$ cat src/include/hs_pkg.sv
// package: constants, types and states of the hot-swap capability registers
`default_nettype none
package hs_pkg;
    // configuration byte offsets of the register set
    localparam logic [7:0] HS_OFS_PM_DATA      = 8'hE3;
    localparam logic [7:0] HS_OFS_CAP_ID       = 8'hE4;
    localparam logic [7:0] HS_OFS_NEXT_PTR     = 8'hE5;
    localparam logic [7:0] HS_OFS_CTRL_STAT    = 8'hE6;
    // dword addresses (address bits 7:2) holding those bytes
    localparam logic [5:0] HS_DW_PM            = HS_OFS_PM_DATA[7:2];
    localparam logic [5:0] HS_DW_HS            = HS_OFS_CAP_ID[7:2];
    // byte lanes inside the dword
    localparam int         HS_LANE_PM_DATA     = 3;
    localparam int         HS_LANE_CTRL_STAT   = 2;
    localparam int         HS_LANE_CAP_ID      = 0;
    localparam int         HS_LANE_NEXT_PTR    = 1;
    localparam int         HS_LANE_BITS        = 8;
    // constant register contents
    localparam logic [7:0] HS_PM_DATA_VALUE    = 8'h00;
    localparam logic [7:0] HS_CAP_ID_VALUE     = 8'h06;
    localparam logic [7:0] HS_NEXT_PTR_VALUE   = 8'h00;
    localparam logic [1:0] HS_PROG_IF_VALUE    = 2'h1;
    // field positions inside the control/status byte (bit - 16)
    localparam int         HS_BIT_DEV_HIDE     = 0;
    localparam int         HS_BIT_IRQ_MASK     = 1;
    localparam int         HS_BIT_PEND_IE      = 2;
    localparam int         HS_BIT_LED          = 3;
    localparam int         HS_BIT_PROG_IF_LO   = 4;
    localparam int         HS_BIT_PROG_IF_HI   = 5;
    localparam int         HS_BIT_EXTRACT      = 6;
    localparam int         HS_BIT_INSERT       = 7;
    // cycles for the handle synchroniser to deliver a valid level
    localparam logic [1:0] HS_SETTLE_CYCLES    = 2'h2;

    // insertion / extraction sequencer
    typedef enum logic [2:0] {
        HS_ST_SETTLE,
        HS_ST_OPEN,
        HS_ST_INSERT,
        HS_ST_ACTIVE
    } hs_fsm_t;

    // one configuration access from the bridge's primary target logic
    typedef struct packed {
        logic        req;
        logic        write;
        logic [5:0]  dword_addr;
        logic [3:0]  primary_cmd_byte_en_n;
        logic [31:0] wdata;
    } hs_cfg_req_t;

    // answer to a configuration access
    typedef struct packed {
        logic        ack;
        logic [31:0] rdata;
    } hs_cfg_rsp_t;

    // whole state of the register block
    typedef struct packed {
        hs_fsm_t     fsm;
        logic [1:0]  settle;
        logic        device_hide_arm;
        logic        enum_irq_mask;
        logic        led_on_off;
        logic        extraction_flag;
        logic        insertion_flag;
        logic        enum_drive;
        hs_cfg_rsp_t rsp;
    } hs_state_t;
endpackage : hs_pkg
`default_nettype wire

$ cat src/hdl/hs_sync.sv
// two-flop synchroniser for a level arriving from a pin
`default_nettype none
module hs_sync (
    // clock and reset
    input  wire logic core_clk,
    input  wire logic srst,
    // level in and synchronised level out
    input  wire logic pin_level,
    output logic      sync_level
);
    // both stages held as one state word
    typedef struct packed {
        logic meta;
        logic level;
    } hs_sync_t;

    hs_sync_t state;
    hs_sync_t next_state;

    // first stage feeds only the second stage; nothing else reads meta
    always_comb begin
        next_state.meta  = pin_level;
        next_state.level = state.meta;
    end

    // both stages cleared in reset: the level reads open until settled
    always_ff @(posedge core_clk) begin
        if (srst) begin
            state <= '0;
        end else begin
            state <= next_state;
        end
    end

    // output straight from the second flop
    assign sync_level = state.level;
endmodule : hs_sync
`default_nettype wire

$ cat src/hdl/hs_cap_regs.sv
// hot-swap capability registers of the bridge configuration space
`default_nettype none

// Functional notes
// - power-management data byte, bits 31:24, always reads zero.
// - capability identifier byte, bits 7:0, always reads 0x06.
// - next-item pointer byte, bits 15:8, always reads 0x00.
// - while device hiding is armed, the bridge claims no bus transaction.
// - hiding arms when reset ends with handle open; clears on insertion.
// - mask bit one stops driving the enumeration pin; zero allows it.
// - pending insertion/extraction bit is read-only and reads zero.
// - software-written LED bit lights or darkens the external indicator.
// - programming-interface field is read-only and reads 01.
// - insertion flag set after handle closed and reset released; drives pin.
module hs_cap_regs (
    // clock and synchronous reset (primary reset)
    input  wire logic              core_clk,
    input  wire logic              srst,
    // configuration access from the primary target logic
    input  wire hs_pkg::hs_cfg_req_t cfg_req,
    output hs_pkg::hs_cfg_rsp_t    cfg_rsp,
    // ejector handle switch, high while the handle is closed
    input  wire logic              handle_closed,
    // enumeration pin, open drain, active low
    input  wire logic              enumeration_irq_n_in,
    output logic                   enumeration_irq_n_out,
    output logic                   enumeration_irq_n_oe,
    // indicator and hiding control toward the rest of the bridge
    output logic                   led_drive,
    output logic                   bridge_hidden
);
    import hs_pkg::*;

    hs_state_t state;
    hs_state_t next_state;
    logic      handle_sync;
    logic      access;
    logic      wr_ctrl;
    logic [7:0] ctrl_wbyte;

    // pin level passes two flops before the sequencer reads it
    hs_sync u_handle_sync (
        .core_clk   (core_clk),
        .srst       (srst),
        .pin_level  (handle_closed),
        .sync_level (handle_sync)
    );

    // the pin input is only observed by the board; nothing here reads it
    logic unused_pin;
    assign unused_pin = enumeration_irq_n_in;

    // place one byte on its lane of a dword
    function automatic logic [31:0] put_lane(input logic [31:0] w,
                                             input int          lane,
                                             input logic [7:0]  b);
        logic [31:0] r;
        r = w;
        r[lane*HS_LANE_BITS +: HS_LANE_BITS] = b;
        return r;
    endfunction : put_lane

    // pick one byte lane out of a dword
    function automatic logic [7:0] lane_byte(input logic [31:0] w,
                                             input int          lane);
        return w[lane*HS_LANE_BITS +: HS_LANE_BITS];
    endfunction : lane_byte

    // assemble the control/status byte as software sees it
    function automatic logic [7:0] ctrl_byte(input hs_state_t s);
        logic [7:0] b;
        b = 8'h00;
        b[HS_BIT_DEV_HIDE]   = s.device_hide_arm;
        b[HS_BIT_IRQ_MASK]   = s.enum_irq_mask;
        b[HS_BIT_PEND_IE]    = 1'b0;
        b[HS_BIT_LED]        = s.led_on_off;
        b[HS_BIT_PROG_IF_LO] = HS_PROG_IF_VALUE[0];
        b[HS_BIT_PROG_IF_HI] = HS_PROG_IF_VALUE[1];
        b[HS_BIT_EXTRACT]    = s.extraction_flag;
        b[HS_BIT_INSERT]     = s.insertion_flag;
        return b;
    endfunction : ctrl_byte

    // read data for one dword address, unowned bytes read as zero
    function automatic logic [31:0] read_dword(input hs_state_t s,
                                               input logic [5:0] dw);
        logic [31:0] d;
        d = 32'h0000_0000;
        if (dw == HS_DW_PM) begin
            d = put_lane(d, HS_LANE_PM_DATA, HS_PM_DATA_VALUE);
        end else if (dw == HS_DW_HS) begin
            d = put_lane(d, HS_LANE_CAP_ID, HS_CAP_ID_VALUE);
            d = put_lane(d, HS_LANE_NEXT_PTR, HS_NEXT_PTR_VALUE);
            d = put_lane(d, HS_LANE_CTRL_STAT, ctrl_byte(s));
        end
        return d;
    endfunction : read_dword

    // a hidden bridge claims nothing, not even its own config space
    function automatic logic takes(input hs_cfg_req_t r,
                                   input hs_state_t   s);
        return r.req && !s.device_hide_arm;
    endfunction : takes

    // control/status byte written: right dword, its lane enabled
    function automatic logic hits_ctrl(input hs_cfg_req_t r);
        logic lane_on;
        lane_on = !r.primary_cmd_byte_en_n[HS_LANE_CTRL_STAT];
        return r.write && (r.dword_addr == HS_DW_HS) && lane_on;
    endfunction : hits_ctrl

    // software write of the control/status byte
    function automatic hs_state_t apply_write(input hs_state_t  s,
                                              input logic [7:0] b);
        hs_state_t n;
        n = s;
        n.device_hide_arm = b[HS_BIT_DEV_HIDE];
        n.enum_irq_mask   = b[HS_BIT_IRQ_MASK];
        n.led_on_off      = b[HS_BIT_LED];
        // a zero leaves the flag alone; a read-modify-write that writes a set flag back clears it
        if (b[HS_BIT_EXTRACT]) begin
            n.extraction_flag = 1'b0;
        end
        if (b[HS_BIT_INSERT]) begin
            n.insertion_flag = 1'b0;
        end
        return n;
    endfunction : apply_write

    // insertion/extraction sequencer, applied after the software write
    // so that its sets win over a clear landing in the same cycle
    function automatic hs_state_t step_seq(input hs_state_t cur,
                                           input hs_state_t nxt,
                                           input logic      closed);
        hs_state_t n;
        n = nxt;
        unique case (cur.fsm)
            HS_ST_SETTLE: begin
                // the synchroniser holds a real handle level only now
                if (cur.settle != HS_SETTLE_CYCLES) begin
                    n.settle = 2'(cur.settle + 2'h1);
                end else if (!closed) begin
                    n.device_hide_arm = 1'b1;
                    n.fsm             = HS_ST_OPEN;
                end else begin
                    n.fsm = HS_ST_INSERT;
                end
            end
            HS_ST_OPEN: begin
                // board waits for its handle to be closed
                if (closed) begin
                    n.fsm = HS_ST_INSERT;
                end
            end
            HS_ST_INSERT: begin
                // handle closed and reset long released
                n.insertion_flag  = 1'b1;
                n.device_hide_arm = 1'b0;
                n.fsm             = HS_ST_ACTIVE;
            end
            HS_ST_ACTIVE: begin
                // handle opening announces a removal
                if (!closed) begin
                    n.extraction_flag = 1'b1;
                    n.fsm             = HS_ST_OPEN;
                end
            end
            default: begin
                // an unused code restarts the handle check
                n.fsm = HS_ST_SETTLE;
            end
        endcase
        return n;
    endfunction : step_seq

    // pin pulls low while a flag stands and the mask is clear
    function automatic logic pin_drive(input hs_state_t s);
        logic flag_up;
        flag_up = s.insertion_flag || s.extraction_flag;
        return flag_up && !s.enum_irq_mask;
    endfunction : pin_drive

    // one-cycle answer; read data from the contents before this edge
    function automatic hs_cfg_rsp_t answer(input hs_state_t   s,
                                           input hs_cfg_req_t r,
                                           input logic        taken);
        hs_cfg_rsp_t a;
        a.ack   = taken;
        a.rdata = 32'h0000_0000;
        if (taken && !r.write) begin
            a.rdata = read_dword(s, r.dword_addr);
        end
        return a;
    endfunction : answer

    // access decode from the contents before this edge
    assign access     = takes(cfg_req, state);
    assign wr_ctrl    = access && hits_ctrl(cfg_req);
    assign ctrl_wbyte = lane_byte(cfg_req.wdata, HS_LANE_CTRL_STAT);

    // next state: software write, then sequencer, then pin and answer
    always_comb begin
        next_state = state;
        if (wr_ctrl) begin
            next_state = apply_write(state, ctrl_wbyte);
        end
        next_state            = step_seq(state, next_state, handle_sync);
        next_state.enum_drive = pin_drive(next_state);
        next_state.rsp        = answer(state, cfg_req, access);
    end

    // single state register, reset to the documented values
    always_ff @(posedge core_clk) begin
        if (srst) begin
            state.fsm             <= HS_ST_SETTLE;
            state.settle          <= 2'h0;
            state.device_hide_arm <= 1'b0;
            state.enum_irq_mask   <= 1'b0;
            state.led_on_off      <= 1'b0;
            state.extraction_flag <= 1'b0;
            state.insertion_flag  <= 1'b0;
            state.enum_drive      <= 1'b0;
            state.rsp             <= '0;
        end else begin
            state <= next_state;
        end
    end

    // outputs come straight from the state flops, except the constant pin level
    assign cfg_rsp               = state.rsp;
    assign enumeration_irq_n_out = 1'b0;            // open drain: only low
    assign enumeration_irq_n_oe  = state.enum_drive;
    assign led_drive             = state.led_on_off;
    assign bridge_hidden         = state.device_hide_arm;
endmodule : hs_cap_regs
`default_nettype wire

$ cat config.mk
export PLATFORM = sky130hd
export DESIGN_NAME = hs_cap_regs
export DESIGN_NICKNAME = d
export VERILOG_FILES = /design/src/include/hs_pkg.sv /design/src/hdl/hs_sync.sv /design/src/hdl/hs_cap_regs.sv
export SDC_FILE = /design/constraint.sdc
export NUM_CORES = 1
export LEC_CHECK = 0
export ABC_AREA = 1
export BUFFER_PORTS_ARGS = -buffer_cell sky130_fd_sc_hd__buf_2
export CORE_MARGIN = 4
export CORE_UTILIZATION = 37
export CTS_CLUSTER_DIAMETER = 120
export DETAILED_ROUTE_END_ITERATION = 10
export GPL_TIMING_DRIVEN = 0
export PLACE_DENSITY_LB_ADDON = 0.1
export SYNTH_ARGS = -nofsm -noshare
export SYNTH_HDL_FRONTEND = slang
export SYNTH_HIERARCHICAL = 1
export SYNTH_SLANG_ARGS = --single-unit
$ cat constraint.sdc
create_clock -name core_clk -period 1.2 [get_ports core_clk]
set_clock_uncertainty 0.05 [all_clocks]
set_input_delay 0.24 -clock core_clk [delete_from_list [all_inputs] [get_ports core_clk]]
set_output_delay 0.24 -clock core_clk [all_outputs]
set_load 0.01 [all_outputs]
==> impl_metrics.ini, run 1 <==
[power]
power_leakage_nw = 0.768
p_int_mw = 1.02
seq_power_share_pct = 49.7
power_density_nw_per_um2 = 1070
p_comb_share_pct = 29.0
netSwitchingFraction_pct = 29.9
max-vdd-ir-drop_mv = 0.837
p_clk_share_pct = 21.3
p_switching_uw = 437

[synthesis]
ys_seq_area_share_pct = 38.0
yosysWarnings = 6
ys_types = 22
synth_area_um2 = 1000
synth-seq-cells = 19
syn_inst = 123
syn_area_per_cell_um2 = 8.14

[route]
drt_first_pass_iters = 3
drc_errors = 0
viasPerCell = 3.78
first_iter_violations = 9
ant_nets = 0
wl_per_cell_um = 8.23
route.vias.total = 806
wl_um = 1750

[clock_tree]
numCtsBuffers = 3
clk_path_buf_depth = 2
cts.htree.levels = 1
cts_tree = done
clk_pin_slew_ps = 100
clkSinkCount = 19
worstSkewPairLatency_ps = 290
clockRootBuffer = clkbuf_4

[flow_run]
maxCapViolations = 0

[timing]
drv_slew = 0
hold_viol_final = 0
setup_viol = 0
final.setup.tns_ps = 0
rsz0062_at_grt = yes
fin_crit_sh_pct = 96.6
max_freq_mhz = 863
finalCriticalPeriod_ps = 1160

[floorplan]
die-area_um2 = 3600
start_util_pct = 39.7
fp.dieH_um = 60.0
core_area_um2 = 2520
die_x_um = 60.0
ios = 85
num_rows = 18

[critical_path]
critical_path_class = reg -> out
crit_required_ps = 910
worstSetupEndpointType = primary output
rrSetupSlack_ps = 70
startpoint_type = flop
crit_end = bridge_hidden
cp_data_arrival_time_ps = 870
startpoint = bridge_hidden$_SDFF_PP0_
worstReg2RegEnd = enumeration_irq_n_oe$_SDFF_PP0_
rr_worst_depth = 8
cp_max_fo = 2
r2r_start = bridge_hidden$_SDFF_PP0_

[place]
placed_area_um2 = 1270
dp_cells = 206
hpwl_um = 1490
port_buffers = 28
gp_congestion = 0.753

[min_path]
min-delay-path-class = in -> reg
hold_path_depth = 3

[layout]
nFillCells = 269
n_antenna_cell = 0
area_delta_synth_final_pct = 36.0
fin_util_pct = 54.0
nets = 233
drive_gt1_share_pct = 45.9
final_cells = 213
design_area_um2 = 1360

[grt]
grt_usage_pct = 10.4
grt_pass1_vias = 699
antenna_found_initial = 0
gr-total-overflow = 0
grt_pass1_wl_um = 2740
grt_max_degree = 11

[outcome]
status = completed
-- worst max-delay path: stages, from the launching register on --
cell	delay, ps
dfxtp_2	340
buf_4	130
buf_6	110
-- registers in the layout (all words and copies together), names as in the netlist --
name / cells
u_handle_sync/sync_level: 1
bridge_hidden: 1
state: 7
led_drive: 1
cfg_rsp: 7
enumeration_irq_n_oe: 1
u_handle_sync/next_state: 1
-- worst min path at each step --
stage,startpoint,to
3_3_place_gp,u_handle_sync/next_state[0]$_SDFF_PP0_,u_handle_sync/sync_level$_SDFF_PP0_
2_1_floorplan,srst,state[34]$_SDFF_PP0_
5_1_grt,handle_closed,u_handle_sync/next_state[0]$_SDFF_PP0_
4_1_cts,handle_closed,u_handle_sync/next_state[0]$_SDFF_PP0_
6_report,handle_closed,u_handle_sync/next_state[0]$_SDFF_PP0_
3_5_place_dp,u_handle_sync/next_state[0]$_SDFF_PP0_,u_handle_sync/sync_level$_SDFF_PP0_
-- through the flow --
stage	hold WS (ps)	setup WS (ps)	power [mW]
final	94.4	41.3	1.46
after global routing	108	-17.5	1.56
after CTS	84.0	8.76	1.43
after detailed placement	354	-20.4	1.12
after global placement	348	-2.90	1.10
after floorplan	259	82.8	1.03
-- placed cells by master, fill, tap and decap left out, types with 4 or more instances in the layout --
cell type	Yosys	layout
buf_4	34	37
conb_1	1	26
buf_2	0	24
dfxtp_1	19	17
inv_1	14	14
nor2_1	16	14
nand2_1	7	6
a21oi_1	6	6
buf_6	0	4
-- cell type report --
type | count | area, µm² | area share (%)
Buffer | 34 | 255 | 18.7
Clock buffer | 4 | 26.3 | 1.93
Inverter | 18 | 67.6 | 4.96
Multi-Input combinational cell | 77 | 404 | 29.7
Sequential cell | 19 | 383 | 28.1
Tap cell | 30 | 37.5 | 2.76
Timing Repair Buffer | 31 | 188 | 13.8
-- power groups by stage --
stage	Clock [mW]	Combinational [mW]	Sequential [mW]
3_5_place_dp	0	0.376	0.740
4_1_cts	0.328	0.376	0.725
5_1_grt	0.353	0.482	0.730
3_3_place_gp	0	0.366	0.739
2_1_floorplan	0	0.292	0.741
6_report	0.311	0.424	0.726
-- cell families (layout without fill, tap and decap cells) --
group | count (synthesis) | in the layout | share of synthesized area, %
flops | 19 | 19 | 38.0
other cells | 1 | 26 | 0.375
simple gates | 37 | 37 | 20.8
fa+ha+maj | 1 | 1 | 1.25
compound gates | 13 | 13 | 7.37
buf+inv | 52 | 87 | 32.2
-- per-layer routing --
metal  wire length [µm]  up-vias  GRT usage, %
met5                  0        -             0
met4                  0        0          4.11
met3                172        0          5.40
met2                980       25          19.1
met1                600      338          9.45
li1                   -      443             -
-- what timing repair did --
action                                  4_1_cts  5_1_grt
setup buffers                                 0        3
endpoints found under the setup margin        0        8
gates resized for setup                       0       11
hold buffers                                  0        0
endpoints found under the hold margin         0        0
-- synth_stat cells --
library cell  count  share of area (%)
inv_2             3                1.1
nand2_2           1               0.63
o21ai_2           1               0.88
nand3_4           1                1.8
dfxtp_1          19                 38
conb_1            1               0.37
nand2_4           1                1.1
inv_1            14                5.2
nor2_1           16                6.0
buf_4            34                 25
nand2_1           7                2.6
a31oi_1           2                1.2
a21oi_1           6                3.0
nand4_1           3                1.9
nor3_1            1               0.50
clkinv_1          1               0.37
a211oi_1          1               0.75
nor2_8            1                2.0
o21ai_1           3                1.5
ha_1              1                1.2
nand3_1           4                2.0
nor2_4            2                2.2
(Power assumes the default switching activity.)
==> run 2, diff against run 1 <==
BUFFER_PORTS_ARGS = default   (was -buffer_cell sky130_fd_sc_hd__buf_2)
CORE_UTILIZATION = 55   (was 37)
DONT_BUFFER_PORTS = 1   (was default)
==> run 2 against run 1 <==
Net effect: the run now ends with setup timing left; power down 0.68%; design area down 9.5%; maximum frequency down 3.8%; via count down 7.1%; core utilization up 17 points; largest cell class is now multi-input gates; cell count down 14%; count of clock-buffer cells in the layout down 1; critical endpoint is now enumeration_irq_n_oe$_SDFF_PP0_; critical path depth up 6; die area down 29%.
==> impl_metrics.ini, run 2 (same netlist as run 1, synthesis figures left out) <==
[route]
wl_um = 1810
dr_wl_met3_um = 150
wl_per_cell_um = 9.89
route.vias.total = 749
drc_errors = 0
ant_nets = 0
drt_first_pass_iters = 4
met1Wirelength_um = 611
viasPerCell = 4.09
first_iter_violations = 11
dr_wl_met2_um = 1010
route.top_layer_used = met4

[power]
seq_power_share_pct = 51.2
power_mw = 1.45
p_clk_share_pct = 21.9
max-vdd-ir-drop_mv = 0.944
p_switching_uw = 445
power_leakage_nw = 0.656
p_int_mw = 1.01
power_density_nw_per_um2 = 1180
p_comb_share_pct = 26.9
netSwitchingFraction_pct = 30.7

[floorplan]
fp.dieH_um = 50.7
core_area_um2 = 1730
ios = 85
die-area_um2 = 2570
die_x_um = 50.7
num_rows = 15
start_util_pct = 58.0

[timing]
max_freq_mhz = 830
hold_viol_final = 0
fin_crit_sh_pct = 100
setup_viol = 1
whs_ps = 54.0
fin_ws_ps = -4.72
final.setup.tns_ps = -4.72
finalCriticalPeriod_ps = 1200
drv_slew = 0
rsz0062_at_grt = yes

[clock_tree]
clk_path_buf_depth = 2
cts_tree = done
clkSinkCount = 19
cts.htree.levels = 1
worstSkewPairLatency_ps = 300
clockRootBuffer = clkbuf_4
clk_pin_slew_ps = 110
numCtsBuffers = 3

[critical_path]
startpoint_type = flop
worstSetupEndpointType = flop
cp_max_fo = 5
critical_path_class = reg -> reg
cp_data_arrival_time_ps = 1360
crit_required_ps = 1360

[layout]
final_cells = 183
area_delta_synth_final_pct = 23.1
layout_commonest_cell = buf_4
drive_gt1_share_pct = 37.3
nets = 208
final_cell_mix = buf_4, conb_1, dfxtp_1
n_antenna_cell = 0

[min_path]
min-delay-path-class = in -> reg

[grt]
grt_pass1_vias = 755
grt_usage_pct = 15.4
antenna_found_initial = 0
gr-total-overflow = 0
grt_max_degree = 12
grt_pass1_wl_um = 2990

[place]
port_buffers = 0
hpwl_um = 1400
gp_congestion = 0.707
dp_cells = 173

[outcome]
failed_checks = setup timing
status = finished, violations left

[flow_run]
maxCapViolations = 0
run 2: cell type report:
class | instances | area, µm²
flip-flops and latches | 19 | 384
inverters | 18 | 70.1
multi-input cells | 77 | 410
clock buffers | 3 | 22.5
plain buffers | 34 | 255
clock inverters | 1 | 5.00
repair buffers | 6 | 53.8
fillers | 157 | 494
well taps | 25 | 31.3
run 2: per-layer routing:
metal	GRT usage (%)	vias up
li1	-	394
met1	13.9	322
met2	30.9	27
met3	3.56	6
met4	8.07	0
met5	0	-
run 2: final timing paths:
check        cells past startpoint  slack, ps                              end                     start
max                              8         -5  enumeration_irq_n_oe$_SDFF_PP0_  bridge_hidden$_SDFF_PP0_
min                              3         50  enumeration_irq_n_oe$_SDFF_PP0_               cfg_req[17]
max reg2reg                      8         -5  enumeration_irq_n_oe$_SDFF_PP0_  bridge_hidden$_SDFF_PP0_
min reg2reg                      2        390           cfg_rsp[17]$_SDFF_PP0_      state[37]$_SDFF_PP0_
run 2: power groups by stage:
stage          clock network [mW]  registers [mW]  logic, mW
2_1_floorplan                   0           0.741      0.292
6_report                    0.318           0.743      0.390
5_1_grt                     0.349           0.752      0.446
4_1_cts                     0.324           0.740      0.337
3_5_place_dp                    0           0.749      0.327
3_3_place_gp                    0           0.746      0.310
run 2: worst max-delay path: stages, from the launching register on:
cell     delay [ps]
dfxtp_4         380
inv_4            60
nand2_4          70
nor2_8          130
nand3_4         110
nand2_2         110
nand3_2          60
nor2_2          110
nor2_1           50
run 2: stage by stage:
| step | worst slack, ps | cell area [µm²] | utilization, % |
|---|---|---|---|
| after CTS | 6.93 | 1190 | 68.9 |
| final | -4.72 | 1230 | 71.4 |
| after global placement | -9.91 | 1130 | 65.2 |
| after global routing | -128 | 1230 | 71.4 |
| after detailed placement | -30.4 | 1130 | 65.2 |
| after floorplan | 82.8 | 1090 | - |
run 2: repair_timing:
action	in CTS	in global routing
setup endpoints to repair	1	9
pin swaps	2	8
buffers inserted	1	3
endpoints found under the hold margin	7	0
hold buffers	2	0
gates resized for setup	4	6
==> run 3, diff against run 2 <==
ABC_AREA = default   (was 1)
CORE_UTILIZATION = 50   (was 55)
==> run 3 against run 2 <==
Net effect: the flow finishes with violations (hold timing, setup timing); clock power is 2% lower; core utilization decreased by 1.5 points; worst hold slack got worse by 100 ps; die area rose by 3.2%; synthesized cell count is 19% lower; design area unchanged; first-iteration DRC count down 27%; critical path depth decreased by 4; sequential share of layout area up 0.10 points; non-clock buffer count up 2; sequential power is 3.8% higher; cell count decreased by 12%; highest routed layer unchanged.
==> impl_metrics.ini, run 3 <==
[outcome]
status = finished, violations left
failed_checks = hold timing, setup timing

[layout]
area_delta_synth_final_pct = 30.5
seq_area_um2 = 385
n_antenna_cell = 0
fin_util_pct = 69.9
layout_commonest_cell = buf_4
multiInputGateArea_um2 = 458
final_cell_mix = buf_4, conb_1, dfxtp_1
design_area_um2 = 1230
drive_gt1_share_pct = 43.4
nets = 186
nFillCells = 148

[grt]
gr-total-overflow = 0
grt_pass1_vias = 602
grt_usage_pct = 13.0
antenna_found_initial = 0
grt_max_degree = 12
grt_pass1_wl_um = 2530

[route]
first_iter_violations = 8
drc_errors = 0
route.vias.total = 664
ant_nets = 0
viasPerCell = 4.12
wl_per_cell_um = 10.7
wl_um = 1720
drt_first_pass_iters = 4

[clock_tree]
clk_path_buf_depth = 2
clkSinkCount = 19
cts_tree = done
clockRootBuffer = clkbuf_4
worstSkewPairLatency_ps = 290
numCtsBuffers = 3
cts_hold_buf = 3
clk_pin_slew_ps = 100
cts.htree.levels = 1

[synthesis]
yosysWarnings = 6
netlist_top_cells_area = dfxtp_1, buf_4, nor2_1
synth_most_common_cell = buf_4
synth-seq-cells = 19
yosys_most_used_dff = dfxtp_1
synth_area_um2 = 945
synth.largest_area_cell = dfxtp_1
synth-edff-count = 0
synth_top_area_share_pct = 40.3
ys_top_cells_by_count = buf_4, dfxtp_1, nor2_1
syn_area_per_cell_um2 = 9.45
syn_inst = 100
ys_types = 24
ys_async_sr_fraction_pct = 0
ys_seq_area_share_pct = 40.3

[critical_path]
crit_buf_inv = 0
crit_required_ps = 1350
worstReg2RegEnd = state[37]$_SDFF_PP0_
rr_worst_depth = 4
rrSetupSlack_ps = -190
cp_max_fo = 4
path_delay_family = simple AND/OR/NAND/NOR gates
critical_path_class = reg -> reg
worstSetupEndpointType = flop
slowest_stage = dfxtp_4
max_stage_delay_ps = 380
crit_chain = and4bb_4 -> nand3_4 -> mux2_4 -> nor2b_1
r2r_start = bridge_hidden$_SDFF_PP0_
cp_data_arrival_time_ps = 1540
crit_cells = 4
startpoint_type = flop

[place]
place_ws_ps = -172
placed_area_um2 = 1080
gp_congestion = 0.684
hpwl_um = 1270
port_buffers = 0

[floorplan]
start_util_pct = 53.5
die-area_um2 = 2650
fp.dieH_um = 51.5
die_x_um = 51.5
num_rows = 15
core_area_um2 = 1760
ios = 85

[timing]
drv_slew = 0
max_freq_mhz = 720
maxSlewHeadroom_pct = 65.8
finalCriticalPeriod_ps = 1390
whs_ps = -47.1
rsz0062_at_grt = yes
fin_crit_sh_pct = 116
fin_ws_ps = -190
setup_viol = 11
tightest_slew_ps = 513
hold_viol_final = 2

[power]
max-vdd-ir-drop_mv = 0.834
power_density_nw_per_um2 = 1310
power_leakage_nw = 0.621

[min_path]
hold_end = state[37]$_SDFF_PP0_
hp-start = srst
hold_path_depth = 1
min-delay-path-class = in -> reg

[flow_run]
maxCapViolations = 0
run 3: cell types whose count changed after synthesis, sizes merged, moves of 2 or more:
cell / delta
a31oi: -2
a211oi: +2
o21ai: -4
nand2: -7
nand3: -4
nor2: -6
a21oi: -3
nor2b: +5
and2: +4
inv: -16
run 3: where the power goes:
group / switching [mW] / internal [mW] / leakage (nW) / total (mW)
sequential: 0.0670 / 0.704 / 0.156 / 0.771
clock: 0.189 / 0.124 / 0.0177 / 0.313
combinational: 0.226 / 0.299 / 0.447 / 0.525
total: 0.482 / 1.13 / 0.621 / 1.61
run 3: cells by family after synthesis:
kind of cell / Yosys count / synth area share [%]
other: 1 / 0.397
multiplexers: 2 / 2.65
adder cells (fa/ha/maj): 1 / 1.32
AO/OA/AOI/OAI: 6 / 4.50
flip-flops: 19 / 40.3
XOR/XNOR: 1 / 0.927
AND/OR/NAND/NOR: 34 / 22.1
buffers and inverters: 36 / 27.8
run 3: worst max path at each step:
stage | endpoint | start | slack, ps
finish | state[37]$_SDFF_PP0_ | bridge_hidden$_SDFF_PP0_ | -190
global route | enumeration_irq_n_oe$_SDFF_PP0_ | bridge_hidden$_SDFF_PP0_ | -230
CTS | state[37]$_SDFF_PP0_ | bridge_hidden$_SDFF_PP0_ | -170
detailed placement | state[37]$_SDFF_PP0_ | bridge_hidden$_SDFF_PP0_ | -170
global placement | state[37]$_SDFF_PP0_ | bridge_hidden$_SDFF_PP0_ | -170
floorplan | state[37]$_SDFF_PP0_ | bridge_hidden$_SDFF_PP0_ | -120
run 3: area by class of cell:
| class | count | area share (%) |
|---|---|---|
| well taps | 25 | 2.54 |
| clock buffers | 3 | 1.83 |
| plain buffers | 35 | 21.0 |
| multi-input cells | 70 | 37.2 |
| inverters | 1 | 0.305 |
| clock inverters | 1 | 0.406 |
| flip-flops and latches | 19 | 31.3 |
| repair buffers | 7 | 5.48 |
run 3: metrics by stage:
step / setup TNS, ps / hold slack [ps] / cells / total power, mW
floorplan: -211 / 262 / 125 / 1.05
global route: -1830 / -72.7 / 161 / 1.71
CTS: -1060 / -52.6 / 160 / 1.48
detailed placement: -779 / 264 / 150 / 1.09
global placement: -689 / 263 / 150 / 1.08
finish: -1050 / -47.1 / 161 / 1.61
run 3: layer usage:
metal / global-route usage [%] / routed length (µm) / vias up
met5: 0 / 0 / -
li1: - / - / 339
met2: 22.2 / 828 / 44
met3: 3.79 / 225 / 6
met1: 14.5 / 607 / 275
met4: 6.55 / 57 / 0
run 3: timing repair:
| item | in CTS | in global routing |
|---|---|---|
| buffers inserted | 3 | 1 |
| endpoints found under the hold margin | 4 | 2 |
| resized for setup | 8 | 8 |
| pin swaps | 6 | 3 |
| endpoints found under the setup margin | 9 | 13 |
